File: config.mk
export PLATFORM = sky130hd
export DESIGN_NAME = sah_adc_ctrl
export DESIGN_NICKNAME = d
export VERILOG_FILES = /design/src/common/sah_pkg.sv /design/src/hdl/sah_adc_ctrl.sv
export SDC_FILE = /design/constraint.sdc
export NUM_CORES = 1
export LEC_CHECK = 0
export ABC_AREA = 1
export BUFFER_PORTS_ARGS = -buffer_cell sky130_fd_sc_hd__buf_4
export CAP_MARGIN = 20
export CORE_ASPECT_RATIO = 0.9
export CORE_UTILIZATION = 40
export CTS_CLUSTER_SIZE = 25
export DETAILED_ROUTE_END_ITERATION = 12
export PLACE_DENSITY_LB_ADDON = 0.08
export SYNTH_ARGS = -nofsm -noshare
export SYNTH_HDL_FRONTEND = slang
export SYNTH_HIERARCHICAL = 1
export SYNTH_SLANG_ARGS = --single-unit
export TNS_END_PERCENT = 1
File: constraint.sdc
create_clock -name clk -period 2.4 [get_ports clk]
set_input_delay 0.12 -clock clk [delete_from_list [all_inputs] [get_ports clk]]
set_output_delay 0.12 -clock clk [all_outputs]
set_load 0.01 [all_outputs]
File: src/common/sah_pkg.sv
// Constants shared by the serial converter control block
package sah_pkg;
	localparam int          CODE_W        = 13;
	localparam logic [12:0] CODE_POS_FS   = 13'h0FFF;
	localparam logic [12:0] CODE_NEG_FS   = 13'h1000;
	localparam logic [12:0] CODE_ZERO     = 13'h0000;
	localparam int          SAMPLE_W      = 16;
	localparam int          CFG_BITS      = 5;
	localparam int          SAMPLE_HALVES = 3;
	localparam int          FIFO_DEPTH    = 32;
	localparam int          CNT_W         = 4;

	typedef enum logic [4:0] {
		ST_STANDBY = 5'b0_0001,
		ST_CONFIG  = 5'b0_0010,
		ST_SAMPLE  = 5'b0_0100,
		ST_CONVERT = 5'b0_1000,
		ST_DONE    = 5'b1_0000
	} sah_state_t;
endpackage

File: src/hdl/sah_adc_ctrl.sv
// Serial converter control: sample FIFO and the serial exchange engine
//
// Function
// The host pulls select_shutdown_n low to open an exchange before clocking.
// Raising select_shutdown_n abandons any conversion and enters standby.
// The host raises select_shutdown_n after each conversion; one per select.
// Configuration bits on the serial input are taken at each serial rise.
// The serial output changes only on serial clock falls, one bit per clock.
// The serial clock starts and paces conversion, one result bit per clock.
// Inputs beyond the reference minus one step clamp to the extreme codes.
// Codes span 8192 steps over twice the reference, one step each.
// The input is sampled for one and a half serial clock periods first.
// The conversion phase lasts 13 serial clocks, one per result bit.
// The result is 13-bit two's complement, 0x0FFF to 0x1000 at full scale.
// The sign bit goes out first, most significant bit leading.
// The serial output is released whenever select is high.
`timescale 1ns/1ps

module sah_fifo
#(
	parameter int W     = 16,
	parameter int DEPTH = 32
)
(
	input  wire logic         clk,
	input  wire logic         rst_n,
	input  wire logic         ce,
	input  wire logic [W-1:0] in_data,
	input  wire logic         in_valid,
	output logic              in_ready,
	output logic [W-1:0]      out_data,
	output logic              out_valid,
	input  wire logic         out_ready
);
	localparam int AW = $clog2(DEPTH);

	generate
		if (DEPTH < 2 || (1 << AW) != DEPTH)
		begin : g_bad_depth
			$error("sah_fifo depth must be a power of two, at least 2");
		end
	endgenerate

	logic [W-1:0] mem [DEPTH];
	logic [AW-1:0] wr_q;
	logic [AW-1:0] rd_q;
	logic [AW:0]   count_q;
	logic [AW:0]   count_d;
	logic          in_ready_q;
	wire           push = in_valid & in_ready_q;
	wire           pop  = out_ready & (count_q != '0);

	assign count_d   = count_q + (AW+1)'(push) - (AW+1)'(pop);
	assign in_ready  = in_ready_q;
	assign out_valid = (count_q != '0);
	assign out_data  = mem[rd_q];

	always_ff @(posedge clk)
	begin
		if (ce && push)
			mem[wr_q] <= in_data;
	end

	always_ff @(posedge clk or negedge rst_n)
	begin
		if (!rst_n)
		begin
			wr_q       <= '0;
			rd_q       <= '0;
			count_q    <= '0;
			in_ready_q <= 1'b0;
		end
		else if (ce)
		begin
			wr_q       <= wr_q + AW'(push);
			rd_q       <= rd_q + AW'(pop);
			count_q    <= count_d;
			in_ready_q <= (count_d != (AW+1)'(DEPTH));
		end
	end
endmodule

module sah_adc_ctrl
#(
	parameter int CFG_W = sah_pkg::CFG_BITS,
	parameter int DEPTH = sah_pkg::FIFO_DEPTH
)
(
	input  wire logic                       clk,
	input  wire logic                       resetn,
	input  wire logic                       ce,
	input  wire logic                       select_shutdown_n,
	input  wire logic                       sclk,
	input  wire logic                       sdi,
	input  wire logic [sah_pkg::SAMPLE_W-1:0] sample_data,
	input  wire logic                       sample_valid,
	output logic                            sample_ready,
	output logic                            sdo_o,
	output logic                            sdo_oe,
	output logic [CFG_W-1:0]                channel_cfg,
	output logic                            standby,
	output logic                            sample_missed
);
	localparam int CW = sah_pkg::CNT_W;

	generate
		if (CFG_W < 2 || CFG_W >= (1 << CW))
		begin : g_bad_cfg
			$error("sah_adc_ctrl configuration width out of range");
		end
	endgenerate

	// Clamp a signed sample, given in code steps, to the 13-bit range
	function automatic logic [sah_pkg::CODE_W-1:0] clamp_code
		(input logic signed [sah_pkg::SAMPLE_W-1:0] s);
		logic signed [sah_pkg::SAMPLE_W-1:0] hi;
		logic signed [sah_pkg::SAMPLE_W-1:0] lo;
		hi = $signed({{(sah_pkg::SAMPLE_W-sah_pkg::CODE_W){1'b0}},
			sah_pkg::CODE_POS_FS});
		lo = $signed({{(sah_pkg::SAMPLE_W-sah_pkg::CODE_W){1'b1}},
			sah_pkg::CODE_NEG_FS});
		if (s > hi)
			clamp_code = sah_pkg::CODE_POS_FS;
		else if (s < lo)
			clamp_code = sah_pkg::CODE_NEG_FS;
		else
			clamp_code = s[sah_pkg::CODE_W-1:0];
	endfunction

	logic rst_s1_q;
	logic rst_n_q;

	always_ff @(posedge clk or negedge resetn)
	begin
		if (!resetn)
		begin
			rst_s1_q <= 1'b0;
			rst_n_q  <= 1'b0;
		end
		else
		begin
			rst_s1_q <= 1'b1;
			rst_n_q  <= rst_s1_q;
		end
	end

	logic [sah_pkg::SAMPLE_W-1:0] fifo_data;
	logic                         fifo_valid;
	wire                          take;

	sah_fifo #(
		.W     (sah_pkg::SAMPLE_W),
		.DEPTH (DEPTH)
	) u_fifo (
		.clk       (clk),
		.rst_n     (rst_n_q),
		.ce        (ce),
		.in_data   (sample_data),
		.in_valid  (sample_valid),
		.in_ready  (sample_ready),
		.out_data  (fifo_data),
		.out_valid (fifo_valid),
		.out_ready (take)
	);

	sah_pkg::sah_state_t          state_q;
	sah_pkg::sah_state_t          state_d;
	logic [CW-1:0]                cnt_q;
	logic [CW-1:0]                cnt_d;
	logic                         sclk_q;
	logic [sah_pkg::CODE_W-1:0]   shift_q;
	logic [sah_pkg::CODE_W-1:0]   shift_d;
	logic [CFG_W-1:0]             cfg_q;
	logic                         sdo_q;
	logic                         sdo_d;
	logic                         oe_q;
	logic                         oe_d;
	logic                         missed_q;

	wire sel   = ~select_shutdown_n;
	wire rise  = sclk & ~sclk_q;
	wire fall  = ~sclk & sclk_q;
	wire edge_ = rise | fall;
	wire cfg_last = (cnt_q == CW'(CFG_W - 1));
	wire smp_last = (cnt_q == CW'(sah_pkg::SAMPLE_HALVES - 1));
	wire cnv_last = (cnt_q == CW'(sah_pkg::CODE_W - 1));
	wire [sah_pkg::CODE_W-1:0] code =
		fifo_valid ? clamp_code(fifo_data) : sah_pkg::CODE_ZERO;

	// Sampling closes on the third serial edge after configuration
	assign take = (state_q == sah_pkg::ST_SAMPLE) & edge_ & smp_last & sel;

	always_comb
	begin
		state_d = state_q;
		cnt_d   = cnt_q;
		shift_d = shift_q;
		sdo_d   = sdo_q;
		oe_d    = oe_q;
		unique case (state_q)
			sah_pkg::ST_STANDBY:
			begin
				cnt_d = '0;
				if (sel)
					state_d = sah_pkg::ST_CONFIG;
			end
			sah_pkg::ST_CONFIG:
			begin
				if (rise)
				begin
					cnt_d = cnt_q + CW'(1);
					if (cfg_last)
					begin
						cnt_d   = '0;
						state_d = sah_pkg::ST_SAMPLE;
					end
				end
			end
			sah_pkg::ST_SAMPLE:
			begin
				if (edge_)
					cnt_d = cnt_q + CW'(1);
				if (take)
				begin
					sdo_d   = code[sah_pkg::CODE_W-1];
					shift_d = {code[sah_pkg::CODE_W-2:0], 1'b0};
					oe_d    = 1'b1;
					cnt_d   = CW'(1);
					state_d = sah_pkg::ST_CONVERT;
				end
			end
			sah_pkg::ST_CONVERT:
			begin
				if (fall)
				begin
					sdo_d   = shift_q[sah_pkg::CODE_W-1];
					shift_d = {shift_q[sah_pkg::CODE_W-2:0], 1'b0};
					cnt_d   = cnt_q + CW'(1);
					if (cnv_last)
						state_d = sah_pkg::ST_DONE;
				end
			end
			sah_pkg::ST_DONE:
			begin
				cnt_d = cnt_q;
			end
		endcase
		if (!sel)
		begin
			state_d = sah_pkg::ST_STANDBY;
			oe_d    = 1'b0;
			sdo_d   = 1'b0;
			cnt_d   = '0;
		end
	end

	always_ff @(posedge clk or negedge rst_n_q)
	begin
		if (!rst_n_q)
		begin
			state_q  <= sah_pkg::ST_STANDBY;
			cnt_q    <= '0;
			sclk_q   <= 1'b0;
			shift_q  <= '0;
			cfg_q    <= '0;
			sdo_q    <= 1'b0;
			oe_q     <= 1'b0;
			missed_q <= 1'b0;
		end
		else if (ce)
		begin
			state_q <= state_d;
			cnt_q   <= cnt_d;
			sclk_q  <= sclk;
			shift_q <= shift_d;
			sdo_q   <= sdo_d;
			oe_q    <= oe_d;
			if (state_q == sah_pkg::ST_CONFIG && rise && sel)
				cfg_q <= {cfg_q[CFG_W-2:0], sdi};
			if (take)
				missed_q <= ~fifo_valid;
		end
	end

	assign sdo_o         = sdo_q;
	assign sdo_oe        = oe_q;
	assign channel_cfg   = cfg_q;
	assign standby       = (state_q == sah_pkg::ST_STANDBY);
	assign sample_missed = missed_q;
endmodule

# Yosys cells after proc, flatten, opt, wreduce, memory -nomap -nowiden
# Memories as Yosys holds them, arrays and structs flattened.
# Cells that the tools add are included.
[classes] n_eq_ne=18 mux=29 n_lt_le_gt_ge=2 n_bitwise=12 reduce_logical=16 n_addsub=5
[ops] cell="2-to-1 mux 13 bit" n=5
[ops] cell="2-to-1 mux 5 bit" n=6
[ops] cell="one-hot mux 13 bit (2 select lines)" n=1
[ops] cell="2-to-1 mux 4 bit" n=6
[ops] cell="one-hot mux 5 bit (4 select lines)" n=1
[ops] cell="> comparator 16 x 13 -> 1 bit, second input constant" n=1
[ops] cell="< comparator 16 x 13 -> 1 bit, second input constant" n=1
[ops] cell="one-hot mux 4 bit (4 select lines)" n=1
[ops] cell="inequality test 3 bit, second input constant" n=4
[ops] cell="adder 5 x 1 -> 5 bit" n=2
[ops] cell="2-to-1 mux 1 bit" n=8
[ops] cell="AND reduction 4 bit" n=2
[ops] cell="AND 1 bit" n=7
[ops] cell="AND reduction 7 bit" n=1
[ops] cell="adder 6 x 1 -> 6 bit" n=1
[ops] cell="inequality test 6 bit, second input constant" n=1
[ops] cell="nonzero test 2 bit" n=3
[ops] cell="nonzero test 6 bit" n=1
[ops] cell="subtractor 6 x 1 -> 6 bit" n=1
[ops] cell="equality test 5 x 1 -> 1 bit, second input constant" n=1
[ops] cell="equality test 5 x 2 -> 1 bit, second input constant" n=1
[ops] cell="equality test 5 x 3 -> 1 bit, second input constant" n=1
[ops] cell="equality test 5 x 4 -> 1 bit, second input constant" n=1
[ops] cell="equality test 5 bit, second input constant" n=1
[ops] cell="other kinds (17)" n=24
[word_totals] memories=1 regBits=50 output_inout_bits=10 word_cells=97 ram_bits=512
[memory_table] memory="u_fifo.mem" words=32 width=16 rd=1 rd_clocked_by_memory_dff=0 wr=1 line_no="sah_adc_ctrl.sv:44" source="logic [W-1:0] mem [DEPTH];"

# Depth between registers and ports, before layout
# Gate-level depths: netlist of run 1.
[logic_depth] word_depth=9 mapped_depth=18 mapped_depth_nobuf=17

# By module
# The synthesis of run 1 kept the hierarchy.
[by_module_without_submodules] module="sah_fifo" area_per_inst_um2=22605.4 instances=1 seq_area_each_um2=15800.2 cells_each=2128
[by_module_without_submodules] module="sah_adc_ctrl" area_per_inst_um2=1936.9 instances=1 seq_area_each_um2=802.0 cells_each=258

# Worst setup path before layout of run 1
# OpenSTA, ideal clock, no wires.
[synth_timing] kind="register to register" start="register sclk_q" end="register u_fifo.in_ready_q (netlist: u_fifo/in_ready)" path_buffers=0 stages_incl_launch_ff=16 required_time_ns=2.283 path_slack_ns=-0.151 arrival_ns=2.435 path_cell_list="dfrtp_1 -> ha_1 -> inv_1 -> nand3_1 -> nor3_1 -> and2_1 -> ha_1 -> inv_1 -> ha_1 -> fa_1 -> nor2_1 -> nand2_1 -> nor2_1 -> nand2_1 -> nand2_1 -> nand2_1"
[synth_via] elab_chain_cells=9
[synth_rtl] element="start, declared" line_no="sah_adc_ctrl.sv:170" source="logic sclk_q;"
[synth_rtl] element="start signal, assigned" line_no="sah_adc_ctrl.sv:274" source="sclk_q <= sclk;"
[synth_rtl] element="inverter 1 bit" line_no="sah_adc_ctrl.sv:181" source="wire rise = sclk & ~sclk_q;"
[synth_rtl] element="AND 1 bit" line_no="sah_adc_ctrl.sv:181"
[synth_rtl] element="OR 1 bit *" line_no="sah_adc_ctrl.sv:183" source="wire edge_ = rise | fall;"
[synth_rtl] element="AND 1 bit * (3 in series)" line_no="sah_adc_ctrl.sv:191" source="assign take = (state_q == sah_pkg::ST_SAMPLE) & edge_ & smp_last & sel;"
[synth_rtl] element="named net take" line_no="sah_adc_ctrl.sv:149" source="wire take;"
[synth_rtl] element="AND 1 bit *" line_no="sah_adc_ctrl.sv:51" source="wire pop = out_ready & (count_q != '0);"
[synth_rtl] element="subtractor 6 x 1 -> 6 bit *" line_no="sah_adc_ctrl.sv:53" source="assign count_d = count_q + (AW+1)'(push) - (AW+1)'(pop);"
[synth_rtl] element="named net u_fifo.count_d[1]" line_no="sah_adc_ctrl.sv:48" source="logic [AW:0] count_d;"
[synth_rtl] element="inequality test 6 bit *" line_no="sah_adc_ctrl.sv:78" source="in_ready_q <= (count_d != (AW+1)'(DEPTH));"
[synth_rtl] element="end signal, assigned" line_no="sah_adc_ctrl.sv:78"
[synth_rtl] element="end, declared" line_no="sah_adc_ctrl.sv:49" source="logic in_ready_q;"
# The timed path passes the listed nets; every way through them passes the cells marked *.
# A chain may end at the register's enable or synchronous reset.

# Worst setup path in the final report of run 1
# Same ends and word-level chain as after synthesis.

==> flow_summary.yaml, run 1 <==
placed_design:
  post-place-ws_ns: -0.326
  port_buffers: 32
  globalplace.congestion: 0.803
  hpwl_um: 40100
critical_path:
  cp-end-kind: "flip-flop"
  start_kind: "flip-flop"
  critPathTopFamily: "adder cells"
  crit_buf_inv: 2
  path_max_fanout: 3
  crit_top_cell: "nand2_1"
  crit_required_ns: 2.90
  crit_arrival_ns: 3.11
  criticalPathCategory: "flip-flop to flip-flop"
  path_cells: "ha_4 -> inv_4 -> nand3_4 -> nor3_4 -> and2_4 -> ha_4 -> inv_4 -> ha_4 -> fa_2 -> nor2_2 -> nand2_1 -> nor2_1 -> nand2_1 -> nand2_1 -> nand2_1"
  max_stage_delay_ns: 0.45
  slowest_stage: "fa_2"
finish:
  synthToLayoutAreaGrowth_pct: 17.6
  nets: 2572
  drive_above_1_share: 0.124
  fill_cells: 5658
  final_util: 0.479
yosys:
  synth_area_um2: 24500
  synth.distinct_cells: 36
  syn_inst: 2386
  ys_seq_elements: 561
  synthSimpleGateAreaFrac: 0.220
  synth_ff_type: "edfxtp_1"
  synth.avg_cell_area_um2: 10.3
  async_reset_ff_frac: 0.0873
  synthXorXnorAreaFrac: 0.00321
  synth_fp_nets: 2427
  synthMuxAreaShare: 0
  ys_warn_count: 6
  synth-compound-area-share: 0.0206
  ys_seq_area_frac: 0.676
  synth_top_family_by_area: "simple AND/OR/NAND/NOR gates"
  synth_edf_count: 512
  synthAdderAreaFrac: 0.00948
drt:
  ant_nets: 0
  drc: 0
  vias: 16700
  via_per_inst: 4.97
  first_iter_violations: 1235
  routed_wl_um: 66300
  first_pass_iters: 5
  detail_route.wl_per_cell_um: 19.7
pwr:
  clkPwrFrac: 0.364
  total_power_uw: 25500
  power.switching_uw: 7130
  p_per_area_nw_per_um2: 882
  p_sw_frac: 0.280
  seqPwrFrac: 0.450
  power_leakage_uw: 0.0120
  power_frac_comb: 0.186
  vdd_drop_max_v: 0.000644
  internal_power_uw: 18300
sta:
  slew_violations: 0
  worst_slack_ns: -0.212
  min_period_ns: 2.61
  setup_viol: 8
  rsz0062_at_grt: "yes"
  fin_crit_sh: 1.09
  relSlewSlack: 0.579
  finalHoldViolations: 0
  worstMarginPinSlew_ns: 0.631
  whs_ns: 0.127
  setup_tns_ns: -0.524
  max_freq_mhz: 383
  fin_skew_ns: 0.0250
global_routing:
  grt_pass1_wl_um: 101000
  track_usage: 0.217
  antenna_found_initial: 0
  grt_max_degree: 67
  grt_pass1_vias: 16300
  overflow: 0
clock_network:
  path_clk_slew_ns: 0.06
  cts_tree: "done"
  cts_sinks: 561
  clock_latency_ns: 0.62
  numCtsBuffers: 60
  cts_buffer_depth: 3
  cts_root_buffer: "clkbuf_16"
  h-tree-depth: 2
floorplanning:
  coreArea_um2: 60200
  start_util: 0.408
  die_area_um2: 62400
  die_h_um: 237
  fp-row-count: 85
  io_pins: 33
  die_w_um: 263
outcome:
  run_status: "finished, violations left"
  violations: "setup timing"
min_path:
  holdCritPathClass: "input pin to flip-flop"
flow_run:
  cap_violations: 0
-- final cells by class --
class,instances,area [um^2],area share
diodes,4,10.0,0.000347
clock buffers,72,1620,0.0561
clock inverters,37,340,0.0118
inverters,306,1170,0.0406
multi-input cells,1405,6320,0.219
flip-flops and latches,561,16600,0.576
well taps,783,980,0.0339
repair buffers,197,1810,0.0628
-- cells in the mapped netlist, drive strengths merged (2+ instances only) --
| library cell | count | area, um^2 |
|---|---|---|
| a21oi | 42 | 218 |
| and2 | 2 | 12.5 |
| buf | 91 | 489 |
| clkbuf | 23 | 86.3 |
| dfrtp | 48 | 1200 |
| edfxtp | 512 | 15400 |
| ha | 17 | 213 |
| inv | 306 | 1150 |
| nand2 | 841 | 3190 |
| nand3 | 339 | 1710 |
| nand4 | 9 | 56.3 |
| nor2 | 92 | 398 |
| nor3 | 2 | 10.0 |
| o211ai | 16 | 120 |
| o21ai | 32 | 168 |
| or2 | 2 | 12.5 |
| xor2 | 8 | 70.1 |
-- tightest hold or removal path, delay by kind of cell --
kind            cells  cell delay (ns)
buf+inv             2             0.23
fa+ha+maj           1             0.13
compound gates      1             0.06
simple gates        2             0.16
-- through the flow --
stage | cell area, um^2 | instances
finish | 28900 | 3365
global route | 28800 | 3361
CTS | 28800 | 3358
detailed placement | 26500 | 3226
global placement | 26500 | 3226
floorplan | 24600 | 2386
-- cells by family after synthesis --
group           after synthesis
fa+ha+maj                    18
compound gates               90
other cells                   1
buf+inv                     420
xor+xnor                      9
simple gates               1287
flops                       561
-- state kept, by name (all words and copies together) (netlist names) --
name,count
sdo_oe,1
rst_n_q,1
channel_cfg,5
sample_missed,1
sdo_o,1
state_q,5
cnt_q,4
u_fifo/in_ready,1
u_fifo/wr_q,5
shift_q,12
u_fifo/mem,512
u_fifo/count_q,6
u_fifo/rd_q,5
rst_s1_q,1
sclk_q,1
-- cells in the final DEF (no fill, tap or decap), drive strengths merged, types with 24 or more instances in the layout --
| cell | count |
|---|---|
| a21oi | 42 |
| buf | 175 |
| clkbuf | 72 |
| clkinv | 24 |
| dfrtp | 48 |
| edfxtp | 512 |
| inv | 309 |
| nand2 | 841 |
| nand3 | 339 |
| nor2 | 92 |
| o21ai | 32 |
-- final timing paths --
check	from	end	slack, ns	cells past startpoint
worst max-delay path	sclk_q	u_fifo/in_ready	-0.21	15
worst min-delay path	sample_valid	u_fifo/wr_q[0]	0.13	6
worst max register to register	sclk_q	u_fifo/in_ready	-0.21	15
worst min register to register	rst_n_q	channel_cfg[2]	0.28	0
max in group asynchronous	rst_n_q	state_q[0]	1.43	1
min in group asynchronous	rst_n_q	channel_cfg[2]	0.28	0
-- metal layers --
layer,GRT usage,share of wire,routed length (um)
met5,0,0,0
met3,0.0291,0.044,2930
met1,0.317,0.48,31900
met2,0.343,0.46,30400
met4,0.0473,0.017,1110
-- what timing repair did --
| item | CTS | global route |
|---|---|---|
| setup endpoints to repair | 18 | 18 |
| hold endpoints to repair | 455 | 0 |
| hold buffers | 22 | 0 |
| resized for setup | 16 | 8 |
| setup buffers | 1 | 3 |
| pin swaps | 8 | 8 |
-- power by group through the flow --
stage          Clock (uW)  Combinational (uW)  Sequential (uW)
2_1_floorplan           0                2740            11600
3_3_place_gp            0                4520            11600
3_5_place_dp            0                4570            11600
4_1_cts              9510                4700            11400
5_1_grt              9860                5310            11500
6_report             9270                4740            11500
No activity file was read; power rests on OpenSTA's default activity.
==> run 2: changes to the inputs <==
--- a/config.mk
+++ b/config.mk
@@ -12,6 +12,7 @@
 export CORE_UTILIZATION = 40
 export CTS_CLUSTER_SIZE = 25
 export DETAILED_ROUTE_END_ITERATION = 12
+export HOLD_SLACK_MARGIN = 0.15
 export PLACE_DENSITY_LB_ADDON = 0.08
 export SYNTH_ARGS = -nofsm -noshare
 export SYNTH_HDL_FRONTEND = slang
==> flow_summary.yaml, run 2 (synthesis gave the netlist of run 1 again) <==
outcome:
  run_status: "finished, violations left"
  violations: "setup timing"
sta:
  finalHoldViolations: 0
  min_period_ns: 2.60
  worst_slack_ns: -0.204
  setup_viol: 15
  max_freq_mhz: 384
  slew_violations: 0
  worstMarginPinSlew_ns: 0.624
  fin_skew_ns: 0.0207
  rsz0062_at_grt: "yes"
  fin_crit_sh: 1.08
  relSlewSlack: 0.584
critical_path:
  r2r_setup_slack_ns: -0.20
  rr_worst_depth: 15
  r2r-end: "u_fifo/in_ready"
  crit_arrival_ns: 3.11
  start_kind: "flip-flop"
  regToRegStartpoint: "sclk_q"
  criticalPathCategory: "flip-flop to flip-flop"
  cp-end-kind: "flip-flop"
  crit_required_ns: 2.90
  path_max_fanout: 2
drt:
  ant_nets: 0
  detail_route.wl_per_cell_um: 19.7
  first_iter_violations: 1275
  first_pass_iters: 5
  routed_wl_um: 66400
  drc: 0
  vias: 16700
  via_per_inst: 4.96
pwr:
  power_leakage_uw: 0.0120
  p_per_area_nw_per_um2: 880
  vdd_drop_max_v: 0.000646
flow_run:
  cap_violations: 0
finish:
  synthToLayoutAreaGrowth_pct: 17.9
  final_util: 0.481
  fill_cells: 5651
  largest_registers: "u_fifo/mem x512, shift_q x12, u_fifo/count_q x6"
  top_register: "u_fifo/mem"
  drive_above_1_share: 0.125
  largest_reg_flops: 512
  final_cell_mix: "828 x nand2_1, 512 x edfxtp_1, 332 x nand3_1"
  nets: 2579
  mostFrequentLayoutCell: "nand2_1"
global_routing:
  grt_pass1_vias: 16400
  grt_max_degree: 67
  antenna_found_initial: 0
  overflow: 0
  track_usage: 0.217
  grt_pass1_wl_um: 101000
floorplanning:
  io_pins: 33
  die_h_um: 237
  coreArea_um2: 60200
  fp-row-count: 85
  die_w_um: 263
  start_util: 0.408
  die_area_um2: 62400
clock_network:
  cts_buffer_depth: 3
  cts_root_buffer: "clkbuf_16"
  numCtsBuffers: 60
  cts_sinks: 561
  h-tree-depth: 2
  cts_tree: "done"
  clock_latency_ns: 0.62
  path_clk_slew_ns: 0.06
placed_design:
  port_buffers: 32
  hpwl_um: 40100
  post-place-ws_ns: -0.326
  globalplace.congestion: 0.803
min_path:
  holdCritPathClass: "flip-flop to asynchronous set/reset pin"
==> run 2: how the worst max path moves through the flow <==
stage                       from         endpoint  slack (ns)  cells past startpoint
after global routing      sclk_q  u_fifo/in_ready       -0.33                     15
after global placement    sclk_q  u_fifo/in_ready       -0.30                     15
after detailed placement  sclk_q  u_fifo/in_ready       -0.33                     15
after floorplan           sclk_q  u_fifo/in_ready       -0.04                     15
final                     sclk_q  u_fifo/in_ready       -0.20                     15
after CTS                 sclk_q  u_fifo/in_ready       -0.22                     15
==> run 2: worst max-delay path, cell delays in order (launching register included) <==
cell and delay (ns):
dfrtp_1 0.40, ha_4 0.24, inv_4 0.06, nand3_4 0.08
nor3_4 0.24, and2_4 0.20, ha_4 0.20, inv_4 0.05
ha_4 0.13, fa_2 0.45, nor2_2 0.13, nand2_1 0.06
nor2_1 0.09, nand2_1 0.06, nand2_1 0.06, nand2_1 0.05
==> run 2: timing repair <==
| item | in CTS | in global routing |
|---|---|---|
| endpoints found under the setup margin | 18 | 19 |
| hold buffers | 27 | 0 |
| buffers inserted | 1 | 5 |
| gates resized for setup | 16 | 8 |
| pin swaps | 8 | 8 |
| hold endpoints to repair | 555 | 0 |
==> run 2: area by class of cell <==
class	count	area, um^2	area share
Multi-Input combinational cell	1405	6320	0.218
Tap cell	783	980	0.0339
Timing Repair Buffer	204	1880	0.0649
Antenna cell	5	12.5	0.000433
Clock buffer	72	1620	0.0559
Clock inverter	37	340	0.0118
Inverter	306	1170	0.0405
Sequential cell	561	16600	0.574
==> run 2: power by group <==
| group | leakage, uW | total, uW | switching (uW) | internal (uW) |
|---|---|---|---|---|
| Clock | 0.000954 | 9260 | 3850 | 5410 |
| Sequential | 0.00522 | 11500 | 261 | 11200 |
| Combinational | 0.00586 | 4760 | 3010 | 1750 |
| Total | 0.0120 | 25500 | 7110 | 18400 |
==> run 2: through the flow <==
| stage | power [uW] | hold WS [ns] | setup TNS (ns) | cells | cell area, um^2 |
|---|---|---|---|---|---|
| 2_1_floorplan | 14400 | -0.176 | -0.0406 | 2386 | 24600 |
| 3_3_place_gp | 16100 | -0.0971 | -0.749 | 3226 | 26500 |
| 3_5_place_dp | 16200 | -0.0938 | -1.75 | 3226 | 26500 |
| 4_1_cts | 25700 | 0.312 | -0.703 | 3363 | 28900 |
| 5_1_grt | 26700 | 0.337 | -3.10 | 3368 | 28900 |
| 6_report | 25500 | 0.280 | -0.625 | 3373 | 28900 |
==> run 2: per-layer routing <==
metal,vias up,GRT usage,share of wire
met5,-,0,0
met4,0,0.0473,0.017
met3,72,0.0291,0.056
met2,336,0.344,0.46
met1,8183,0.318,0.47
li1,8133,-,-
